<file path="src/rtl/qsas_pkg.sv">
package qsas_pkg;
  localparam int SLOT_CYCLES = 16;
  localparam int TRACK_CYCLES = 3;
  localparam logic [4:0] CNT_SLOT = 5'h10;
  localparam logic [4:0] CNT_TRACK_END = 5'h03;
  localparam logic [4:0] CNT_DOUT_FIRST = 5'h04;
  localparam logic [4:0] CNT_CTRL_LAST = 5'h08;
  localparam int CTRL_W = 8;
  localparam int SEL_LO = 3;
  localparam int SEL_MID = 4;
  localparam int SEL_TOP = 5;
  localparam logic [1:0] CHAN_RESET = 2'h0;
  localparam int RES_W = 8;
  localparam logic [7:0] RES_MSB_ONE = 8'h80;
  localparam logic [7:0] RESULT_RESET = 8'h00;
  localparam logic [4:0] CNT_ZERO = 5'h00;
  localparam logic [3:0] BUF_DEPTH = 4'h2;
  typedef enum logic [2:0] {
    QSAS_IDLE = 3'b001,
    QSAS_TRACK = 3'b010,
    QSAS_HOLD = 3'b100
  } qsas_state_type;
endpackage

</file>
<file path="src/rtl/qsas_stream_if.sv">
`timescale 1ns/1ns
interface qsas_stream_if;
  logic valid;
  logic ready;
  logic [7:0] data;
  modport src (output valid, output data, input ready);
  modport snk (input valid, input data, output ready);
endinterface

</file>
<file path="src/rtl/qsas_skid_buf.sv">
`timescale 1ns/1ns
module qsas_skid_buf
(
  input wire logic clk_in,
  input wire logic rst_in,
  qsas_stream_if.snk up,
  qsas_stream_if.src dn
);
  logic [7:0] mem_r [2];
  logic wp_r;
  logic rp_r;
  logic [1:0] cnt_r;
  wire push = up.valid && up.ready;
  wire pop = dn.valid && dn.ready;
  assign up.ready = (cnt_r != 2'h2);
  assign dn.valid = (cnt_r != 2'h0);
  assign dn.data = mem_r[rp_r];
  always_ff @(posedge clk_in)
  begin
    if (rst_in)
    begin
      wp_r <= 1'b0;
      rp_r <= 1'b0;
      cnt_r <= 2'h0;
    end
    else
    begin
      if (push)
        mem_r[wp_r] <= up.data;
      wp_r <= wp_r ^ push;
      rp_r <= rp_r ^ pop;
      cnt_r <= cnt_r + {1'b0, push} - {1'b0, pop};
    end
  end
endmodule // qsas_skid_buf

</file>
<file path="src/rtl/qsas_sequencer.sv">
`timescale 1ns/1ns
//Function
// - Track selected input first three clocks
// - Hold and convert clocks four to sixteen
// - Step DAC code through eight trial bits, MSB first
// - Address in, result out each slot
// - Bits 5..3 select next conversion channel
// - Other control bits are ignored
// - Top select bit ignored, low two pick
// - Powered in slot clocks one to fifteen while select low, else down
// - Power down between back-to-back conversions
// - Back-to-back sixteen-clock conversions while low
// - Result shifts out MSB first, clock five
// - Control sampled on first eight rises
// - Data out high-Z while select high
// - First conversion after power-up: input zero
module qsas_sequencer
(
  input wire logic sys_clk_in,
  input wire logic rst_in,
  input wire logic cs_n_in,
  input wire logic sclk_in,
  input wire logic din_in,
  input wire logic comp_above_in,
  output logic dout_out,
  output logic dout_oe_out,
  output logic [1:0] mux_sel_out,
  output logic track_out,
  output logic powered_out,
  output logic [7:0] dac_code_out,
  output logic [7:0] result_out,
  output logic result_valid_out,
  input wire logic result_ready_in
);
  logic [2:0] cs_sync_r;
  logic [2:0] sclk_sync_r;
  logic din_m_r;
  logic din_s_r;
  qsas_pkg::qsas_state_type state_r;
  qsas_pkg::qsas_state_type state_nxt;
  logic [4:0] cnt_r;
  logic [7:0] ctrl_r;
  logic [1:0] chan_r;
  logic [1:0] chan_pend_r;
  logic [7:0] sar_r;
  logic [7:0] bit_r;
  logic dout_bit_r;
  logic [7:0] done_r;
  logic done_vld_r;
  qsas_stream_if buf_in ();
  qsas_stream_if buf_out ();
  // Levels read the second stage; edges read the second and third
  wire cs_low = ~cs_sync_r[1];
  wire cs_fall = cs_sync_r[2] & ~cs_sync_r[1];
  wire sclk_rise = ~sclk_sync_r[2] & sclk_sync_r[1];
  wire sclk_fall_raw = sclk_sync_r[2] & ~sclk_sync_r[1];
  // Falling CS with clock low counts as first falling edge
  wire sclk_fall = (sclk_fall_raw & cs_low) | (cs_fall & ~sclk_sync_r[1]);
  wire slot_end = sclk_fall & (cnt_r == qsas_pkg::CNT_SLOT);
  wire start_slot = sclk_fall & ((state_r == qsas_pkg::QSAS_IDLE) | slot_end);
  wire enter_hold = sclk_fall & (state_r == qsas_pkg::QSAS_TRACK)
    & (cnt_r == qsas_pkg::CNT_TRACK_END);
  wire ctrl_take = sclk_rise & cs_low & (cnt_r <= qsas_pkg::CNT_CTRL_LAST)
    & (cnt_r != qsas_pkg::CNT_ZERO);
  wire ctrl_last = ctrl_take & (cnt_r == qsas_pkg::CNT_CTRL_LAST);
  wire sar_step = sclk_fall & (state_r == qsas_pkg::QSAS_HOLD) & (bit_r != 8'h00);
  wire [7:0] sar_keep = comp_above_in ? (sar_r & ~bit_r) : sar_r;
  wire [7:0] ctrl_word = {ctrl_r[6:0], din_s_r};
  always_comb
  begin
    state_nxt = state_r;
    unique case (state_r)
      qsas_pkg::QSAS_IDLE:
        if (start_slot)
          state_nxt = qsas_pkg::QSAS_TRACK;
      qsas_pkg::QSAS_TRACK:
        if (enter_hold)
          state_nxt = qsas_pkg::QSAS_HOLD;
      qsas_pkg::QSAS_HOLD:
        if (start_slot)
          state_nxt = qsas_pkg::QSAS_TRACK;
    endcase
    if (~cs_low)
      state_nxt = qsas_pkg::QSAS_IDLE;
  end
  always_ff @(posedge sys_clk_in)
  begin
    if (rst_in)
    begin
      cs_sync_r <= 3'h7;
      sclk_sync_r <= 3'h7;
      din_m_r <= 1'b0;
      din_s_r <= 1'b0;
    end
    else
    begin
      cs_sync_r <= {cs_sync_r[1:0], cs_n_in};
      sclk_sync_r <= {sclk_sync_r[1:0], sclk_in};
      din_m_r <= din_in;
      din_s_r <= din_m_r;
    end
  end
  always_ff @(posedge sys_clk_in)
  begin
    if (rst_in)
    begin
      state_r <= qsas_pkg::QSAS_IDLE;
      cnt_r <= qsas_pkg::CNT_ZERO;
    end
    else
    begin
      state_r <= state_nxt;
      if (~cs_low)
        cnt_r <= qsas_pkg::CNT_ZERO;
      else if (start_slot)
        cnt_r <= 5'h01;
      else if (sclk_fall)
        cnt_r <= cnt_r + 5'h01;
    end
  end
  // Control word and channel selection
  always_ff @(posedge sys_clk_in)
  begin
    if (rst_in)
    begin
      ctrl_r <= 8'h00;
      chan_r <= qsas_pkg::CHAN_RESET;
      chan_pend_r <= qsas_pkg::CHAN_RESET;
    end
    else
    begin
      if (ctrl_take)
        ctrl_r <= ctrl_word;
      if (ctrl_last)
        chan_pend_r <= ctrl_word[qsas_pkg::SEL_MID:qsas_pkg::SEL_LO];
      if (start_slot)
        chan_r <= chan_pend_r;
    end
  end
  // SAR conversion; comparator is sampled before each trial bit moves on
  always_ff @(posedge sys_clk_in)
  begin
    if (rst_in)
    begin
      sar_r <= qsas_pkg::RESULT_RESET;
      bit_r <= 8'h00;
      dout_bit_r <= 1'b0;
      done_r <= qsas_pkg::RESULT_RESET;
      done_vld_r <= 1'b0;
    end
    else
    begin
      done_vld_r <= done_vld_r & ~buf_in.ready;
      if (enter_hold)
      begin
        sar_r <= qsas_pkg::RES_MSB_ONE;
        bit_r <= qsas_pkg::RES_MSB_ONE;
      end
      else if (sar_step)
      begin
        sar_r <= sar_keep | (bit_r >> 1);
        bit_r <= bit_r >> 1;
        if (bit_r == 8'h01)
        begin
          done_r <= sar_keep;
          done_vld_r <= 1'b1;
        end
      end
      // Each bit leaves as it resolves, so no wait for the full word
      if (sar_step)
        dout_bit_r <= |(sar_keep & bit_r);
      else if (sclk_fall)
        dout_bit_r <= 1'b0;
    end
  end
  assign buf_in.valid = done_vld_r;
  assign buf_in.data = done_r;
  assign buf_out.ready = result_ready_in | ~result_valid_out;
  qsas_skid_buf u_buf
  (
    .clk_in(sys_clk_in),
    .rst_in(rst_in),
    .up(buf_in),
    .dn(buf_out)
  );
  always_ff @(posedge sys_clk_in)
  begin
    if (rst_in)
    begin
      dout_out <= 1'b0;
      dout_oe_out <= 1'b0;
      mux_sel_out <= qsas_pkg::CHAN_RESET;
      track_out <= 1'b0;
      powered_out <= 1'b0;
      dac_code_out <= qsas_pkg::RESULT_RESET;
      result_out <= qsas_pkg::RESULT_RESET;
      result_valid_out <= 1'b0;
    end
    else
    begin
      dout_out <= (state_r == qsas_pkg::QSAS_HOLD) & (cnt_r > qsas_pkg::CNT_DOUT_FIRST)
        & dout_bit_r;
      dout_oe_out <= cs_low;
      mux_sel_out <= chan_r;
      track_out <= cs_low & (state_r == qsas_pkg::QSAS_TRACK);
      // Down when CS high, and after the sixteenth fall until the next
      powered_out <= cs_low & (state_r != qsas_pkg::QSAS_IDLE)
        & (cnt_r != qsas_pkg::CNT_SLOT);
      dac_code_out <= sar_r;
      if (buf_out.valid & buf_out.ready)
      begin
        result_out <= buf_out.data;
        result_valid_out <= 1'b1;
      end
      else if (result_ready_in)
        result_valid_out <= 1'b0;
    end
  end
endmodule // qsas_sequencer

</file>
<file path="config.mk">
export PLATFORM = sky130hd
export DESIGN_NAME = qsas_sequencer
export DESIGN_NICKNAME = d
export VERILOG_FILES = /design/src/rtl/qsas_pkg.sv /design/src/rtl/qsas_stream_if.sv /design/src/rtl/qsas_skid_buf.sv /design/src/rtl/qsas_sequencer.sv
export SDC_FILE = /design/constraint.sdc
export NUM_CORES = 1
export LEC_CHECK = 0
export BUFFER_PORTS_ARGS = -buffer_cell sky130_fd_sc_hd__buf_4
export CAP_MARGIN = 20
export CORE_ASPECT_RATIO = 0.75
export CORE_MARGIN = 2
export CORE_UTILIZATION = 35
export CTS_BUF_LIST = sky130_fd_sc_hd__clkbuf_8
export DETAILED_ROUTE_END_ITERATION = 10
export HOLD_SLACK_MARGIN = 0.15
export PLACE_DENSITY = 0.5
export SLEW_MARGIN = 20
export SYNTH_ARGS = -nofsm -noshare
export SYNTH_HDL_FRONTEND = slang
export SYNTH_SLANG_ARGS = --single-unit
</file>
<file path="constraint.sdc">
create_clock -name sys_clk_in -period 4.7 [get_ports sys_clk_in]
set_clock_uncertainty 0.2 [all_clocks]
set_input_delay 0.47 -clock sys_clk_in [delete_from_list [all_inputs] [get_ports sys_clk_in]]
set_output_delay 0.47 -clock sys_clk_in [all_outputs]
set_load 0.02 [all_outputs]
</file>
* Word-level counts from Yosys, hierarchy flattened
Memory sizes are Yosys's and may differ from the RTL's. A register that Yosys moved wholly into a read port is not among the register bits. Index checks and enable logic that the tools add are counted. Widths: inputs -> output; s select.
Word-level totals: RAM bits 16, logic and storage cells 118, bits in registers 69, output and inout bits 23, memories 1
Operators by class: eq/ne operators 12, bitwise gates (word level) 37, $lt $le $gt $ge 2, reduce and logical (&&, ||, !) cells 16, mux-type cells 20, add/subtract/negate cells 3
Memory list:
- u_buf.mem_r | words 2, bits a word 8, rd ports 1, clocked after Yosys merged registers in 1, write ports 1, RTL line qsas_skid_buf.sv:9 | logic [7:0] mem_r [2];
Operator list (number):
- $mux 8 | 5
- $and 1x1->1 | 22
- $and 8x8->8 | 2
- $mux 1 | 12
- $reduce_bool 2->1 | 5
- $eq 8x1->1 const B | 1
- $not 8->8 | 1
- $or 8x7->8 | 1
- $reduce_bool 8->1 | 1
- $reduce_or 8->1 | 1
- $mux 3 | 2
- $not 1->1 | 6
- $pmux 3 s2 | 1
- $reduce_or 2->1 | 3
- $add 5x1->5 const B | 1
- $eq 5x2->1 const B | 1
- $eq 5x4->1 const B | 1
- $eq 5x5->1 const B | 1
- $gt 5x3->1 const B | 1
- $le 5x4->1 const B | 1
- $ne 5x5->1 const B | 1
- $reduce_bool 5->1 | 1
- $ne 2x2->1 const B | 2
- $eq 3x1->1 const B | 1
- other kinds (12) | 16

* Depth between registers and ports, before layout
depth after elaboration 9, mapped depth 9

* Hierarchy
A second synthesis with hierarchy kept.
Second synthesis, totals: cell total of the unflattened synthesis 363, area total of the unflattened synthesis 3569.7 um2
By module, submodules not included:
- qsas_sequencer | area an instance 2755.1 um2, sequential area each 1461.4 um2, instances 1, cells an instance 308
- qsas_skid_buf | area an instance 814.5 um2, sequential area each 560.5 um2, instances 1, cells an instance 55

* Least setup slack after synthesis
OpenSTA, ideal clock, no wires.
path type in2reg, from in result_ready_in, to reg u_buf.cnt_r[1], slack 2.501 ns, library setup time 0.128 ns, arrival 1.872 ns, stages on the path 9, path buffers 1, cell sequence nand2b_1 > a21boi_2 > buf_2 > ha_1 > inv_1 > ha_1 > xor2_1 > xnor2_1 > nor2_1
On the way: cells in the longest elaborated chain, start to end 3
Ends and longest elaborated chain:
- from (decl) | RTL line qsas_sequencer.sv:33 | input wire logic result_ready_in
- $or 1x1->1 | RTL line qsas_sequencer.sv:178 | assign buf_out.ready = result_ready_in | ~result_valid_out;
- $logic_and 1x1->1 | RTL line qsas_skid_buf.sv:14 | wire pop = dn.valid && dn.ready;
- via u_buf.pop | RTL line qsas_skid_buf.sv:14
- $sub 2x1->2 | RTL line qsas_skid_buf.sv:32 | cnt_r <= cnt_r + {1'b0, push} - {1'b0, pop};
- to (signal assigned) | RTL line qsas_skid_buf.sv:32
- to (decl) | RTL line qsas_skid_buf.sv:12 | logic [1:0] cnt_r;
The timed path passes the listed nets, and every way through them passes these cells. A chain may end at the register's enable or synchronous reset.

* Worst setup path in the final report
from reg u_buf.cnt_r[1], to reg u_buf.cnt_r[1]
On the way: cells in the longest elaborated chain, start to end 4, elaborated cells on any way between the ends 6, classes of those cells 2 x add/sub; 1 x eq/ne; 3 x reduce/logical
Ends and longest elaborated chain:
- $ne 2x2->1 | RTL line qsas_skid_buf.sv:15 | assign up.ready = (cnt_r != 2'h2);
- $logic_and 1x1->1 | RTL line qsas_skid_buf.sv:13 | wire push = up.valid && up.ready;
- $add 2x1->2 | RTL line qsas_skid_buf.sv:32
- $sub 2x1->2 * | RTL line qsas_skid_buf.sv:32
Every way passes the cells marked *; elsewhere a longest branch is shown, timed or not.

==> impl_metrics.yaml <==
synthesis:
  synthesis.nets: 353
  postSynthRegisterBits: 93
  synth_seq_area_share: 0.577
  postSynth.topFlopCell: "sky130_fd_sc_hd__dfxtp_1"
  synthArstFlopShare: 0
  synthTopCellsByArea: "sky130_fd_sc_hd__dfxtp_1 44%, sky130_fd_sc_hd__edfxtp_1 14%, sky130_fd_sc_hd__mux2i_1 5.7%, sky130_fd_sc_hd__nand2_1 4.7%, sky130_fd_sc_hd__nor2_1 3.0%"
  synth.lib_cells_used.distinct: 42
  yosysWarningCount: 0
  synth_largest_area_cell: "sky130_fd_sc_hd__dfxtp_1"
  synth_top_area_share: 0.440
  synth_area_per_cell_um2: 10.3
  mappedNetlistArea_um2: 3510
  synth_edf_count: 16
  syn_inst: 342
timing:
  slew_headroom: 0.537
  layout_setup_ws_ns: 2.43
  hold_violations: 0
  tightestPinTransition_ns: 0.690
  finalHoldWorstSlack_ns: 0.215
  final_max_slew_viol_count: 0
  final_min_period_over_clock_period: 0.483
  fmax_mhz: 441
  final_layout_setup_total_negative_slack_ns: 0
  final_period_minus_worst_setup_slack_ns: 2.27
  final-setup-viol-count: 0
  grt_setup_unrepaired: "false"
worst_setup_path:
  worst_path_max_stage_delay_ns: 0.55
  path_cells: "inv_1, a21boi_2, ha_1, inv_1, ha_1, xor2_1, xnor2_1, nor2_1"
  crit_slowest_cell: "sky130_fd_sc_hd__a21boi_2"
  critical_path_class: "register to register"
  setup.reg_to_reg.worst_slack_ns: 2.43
  worst_endpoint_required_time_ns: 4.74
  critical_path_buf_inv_count: 2
  critical_path_peak_fanout: 18
  critical_path.startpoint_type: "register"
  timing.critical_path.max_delay_family: "compound AO/OA/AOI/OAI gates"
  r2r_end: "u_buf.cnt_r[1]"
  worst-endpoint-arrival_ns: 2.31
  r2r_cells: 8
  crit-reg2reg-launch: "u_buf.cnt_r[1]"
  worst_setup_path_end_kind: "register"
pwr:
  internal_power_mw: 1.18
  share_clk_of_total_power: 0.304
  p_switching_mw: 0.483
  cellPowerDensity_nw_per_um2: 410
  pwr-share-seq: 0.536
  total_power_mw: 1.66
  total_leakage_power_nw: 1.42
  share_comb_of_total_power: 0.159
  swShare: 0.290
  vdd_ir_drop_max_mv: 0.144
worst_hold_path:
  hp-start: "result_ready_in"
  hold_depth: 3
  timing.hold.worst_endpoint: "result_valid_out"
  hold_path.class: "input pin to register"
place:
  port_buffers: 29
  preCtsSetupSlack_ns: 2.22
  dp_cells: 491
  hpwlAfterDp_um: 4430
  place_area_um2: 3830
  place_congestion: 0.774
final_layout:
  final_layout_size_suffix_gt1_frac: 0.188
  final_core_util: 0.418
  final-instance-count-excl-fill: 510
  commonest_non_fill_non_tap_cells_in_the_layout: "77 x sky130_fd_sc_hd__dfxtp_1, 44 x sky130_fd_sc_hd__nand2_1, 29 x sky130_fd_sc_hd__buf_4"
  num_antenna_cells: 0
  layout_commonest_cell: "sky130_fd_sc_hd__dfxtp_1"
  area_delta_synth_final_pct: 15.6
  summed_area_of_non_filler_cells_in_the_final_layout_um2: 4050
  design.final.nets: 384
clock_tree:
  insertion_delay_ns: 0.36
  cts_max_level: 3
  cts_tree: "yes"
  clk_transition_reported_paths_ns: 0.09
  cts_root_buffer: "sky130_fd_sc_hd__clkbuf_8"
  postCtsSetupBuffers: 0
  clk_buf_depth: 2
  cts-buffers-inserted: 9
  cts_num_sinks: 93
grt:
  grt-ovfl-total: 0
  largest_net_degree_at_the_start_of_global_routing: 46
  globalRouteTotalUtil: 0.128
  grt_pass1_wl_um: 10900
  initial_antenna_violation_count: 0
  grt_pass1_vias: 2183
outcome:
  outcome: "complete, no violations"
route:
  post_drt_via_cell_ratio: 4.62
  wl_per_cell_um: 12.5
  drc_errors: 0
  wl_final_um: 6360
  route.vias.total: 2357
  postRouteAntennaNets: 0
  initialDrtViolationCount: 144
  firstDrtPassIters: 4
floorplanning:
  start_util: 0.362
  std_cell_rows: 31
  placeableCoreArea_um2: 9700
  ios: 30
  die_h_um: 90.7
  die_w_um: 120
  dieArea_um2: 10800
run:
  drv_cap: 0
==> kinds of logic after synthesis <==
group	after synthesis	synth area share
compound gates	61	0.114
flops	93	0.577
mux	20	0.0571
buf+inv	28	0.0335
fa+ha+maj	4	0.0143
simple gates	127	0.182
xor+xnor	9	0.0225
==> routing by layer <==
layer | track usage | vias to the layer above | share of wire
met5 | 0 | - | 0
met4 | 0.0529 | 0 | 0.0082
met3 | 0.0448 | 5 | 0.046
met2 | 0.173 | 41 | 0.41
met1 | 0.183 | 1076 | 0.54
li1 | - | 1235 | -
==> registers in the layout, indices dropped and copies added, names as in the netlist, 2 cells and up <==
register and count:
mux_sel_out 2, chan_r 2, ctrl_r 4, chan_pend_r 2
sclk_sync_r 3, u_buf.cnt_r 2, cnt_r 5, buf_in.data 8
sar_r 8, state_r 3, u_buf.mem_r 16, bit_r 8
result_out 8, dac_code_out 8, cs_sync_r 3
==> repair_timing <==
| action | CTS | global route |
|---|---|---|
| resized for setup | 0 | 0 |
| endpoints found under the hold margin | 3 | 0 |
| hold buffers | 3 | 0 |
==> final cells by class <==
class                           count  area, um^2
Inverter                           16        60.1
Clock buffer                        9         124
Multi-Input combinational cell    221        1370
Clock inverter                      7        62.6
Fill cell                         970        5640
Timing Repair Buffer               32         248
Tap cell                          132         165
Sequential cell                    93        2020
==> synthesized netlist by cell type, types with 2 or more instances <==
| library cell | n |
|---|---|
| sky130_fd_sc_hd__a21oi_2 | 10 |
| sky130_fd_sc_hd__edfxtp_1 | 16 |
| sky130_fd_sc_hd__nand2_1 | 44 |
| sky130_fd_sc_hd__nand3_1 | 9 |
| sky130_fd_sc_hd__or2_2 | 5 |
| sky130_fd_sc_hd__a22oi_1 | 4 |
| sky130_fd_sc_hd__o21a_1 | 2 |
| sky130_fd_sc_hd__a211oi_1 | 9 |
| sky130_fd_sc_hd__clkbuf_1 | 5 |
| sky130_fd_sc_hd__nor2b_1 | 14 |
| sky130_fd_sc_hd__nor4_1 | 2 |
| sky130_fd_sc_hd__buf_1 | 2 |
| sky130_fd_sc_hd__and2_1 | 3 |
| sky130_fd_sc_hd__xor2_1 | 3 |
| sky130_fd_sc_hd__o21ai_0 | 17 |
| sky130_fd_sc_hd__inv_1 | 16 |
| sky130_fd_sc_hd__a31oi_1 | 2 |
| sky130_fd_sc_hd__dfxtp_1 | 77 |
| sky130_fd_sc_hd__nor3_1 | 4 |
| sky130_fd_sc_hd__and3_1 | 4 |
| sky130_fd_sc_hd__xnor2_1 | 6 |
| sky130_fd_sc_hd__nand4_1 | 3 |
| sky130_fd_sc_hd__a21oi_1 | 14 |
| sky130_fd_sc_hd__ha_1 | 4 |
| sky130_fd_sc_hd__buf_2 | 4 |
| sky130_fd_sc_hd__nor2_1 | 28 |
| sky130_fd_sc_hd__mux2i_1 | 20 |
==> power groups by stage <==
| stage | clock (mW) | combinational, mW | sequential (mW) |
|---|---|---|---|
| finish | 0.507 | 0.265 | 0.892 |
| global route | 0.557 | 0.293 | 0.902 |
| CTS | 0.528 | 0.268 | 0.894 |
| detailed placement | 0 | 0.266 | 0.913 |
| global placement | 0 | 0.265 | 0.910 |
| floorplan | 0 | 0.154 | 0.944 |
==> worst max path at each step <==
stage,from,to,slack [ns],depth (start not counted)
3_5_place_dp,result_ready_in,u_buf.cnt_r[1],2.22,9
3_3_place_gp,result_ready_in,u_buf.cnt_r[1],2.25,9
5_1_grt,u_buf.cnt_r[1],u_buf.cnt_r[1],2.20,8
4_1_cts,u_buf.cnt_r[1],u_buf.cnt_r[1],2.43,8
6_report,u_buf.cnt_r[1],u_buf.cnt_r[1],2.43,8
2_1_floorplan,result_ready_in,u_buf.cnt_r[1],2.50,9
==> worst register-to-register path: cells and delay by family, from the launching register on <==
family	cells	cell delay, ns
AOI/OAI and AO/OA	1	0.55
xor gates and xnor gates	2	0.33
adders and majority gates	2	0.50
buffers and inverters	2	0.16
DFF	1	0.38
and+or+nand+nor	1	0.05
Power figures use the tool's default switching activity.
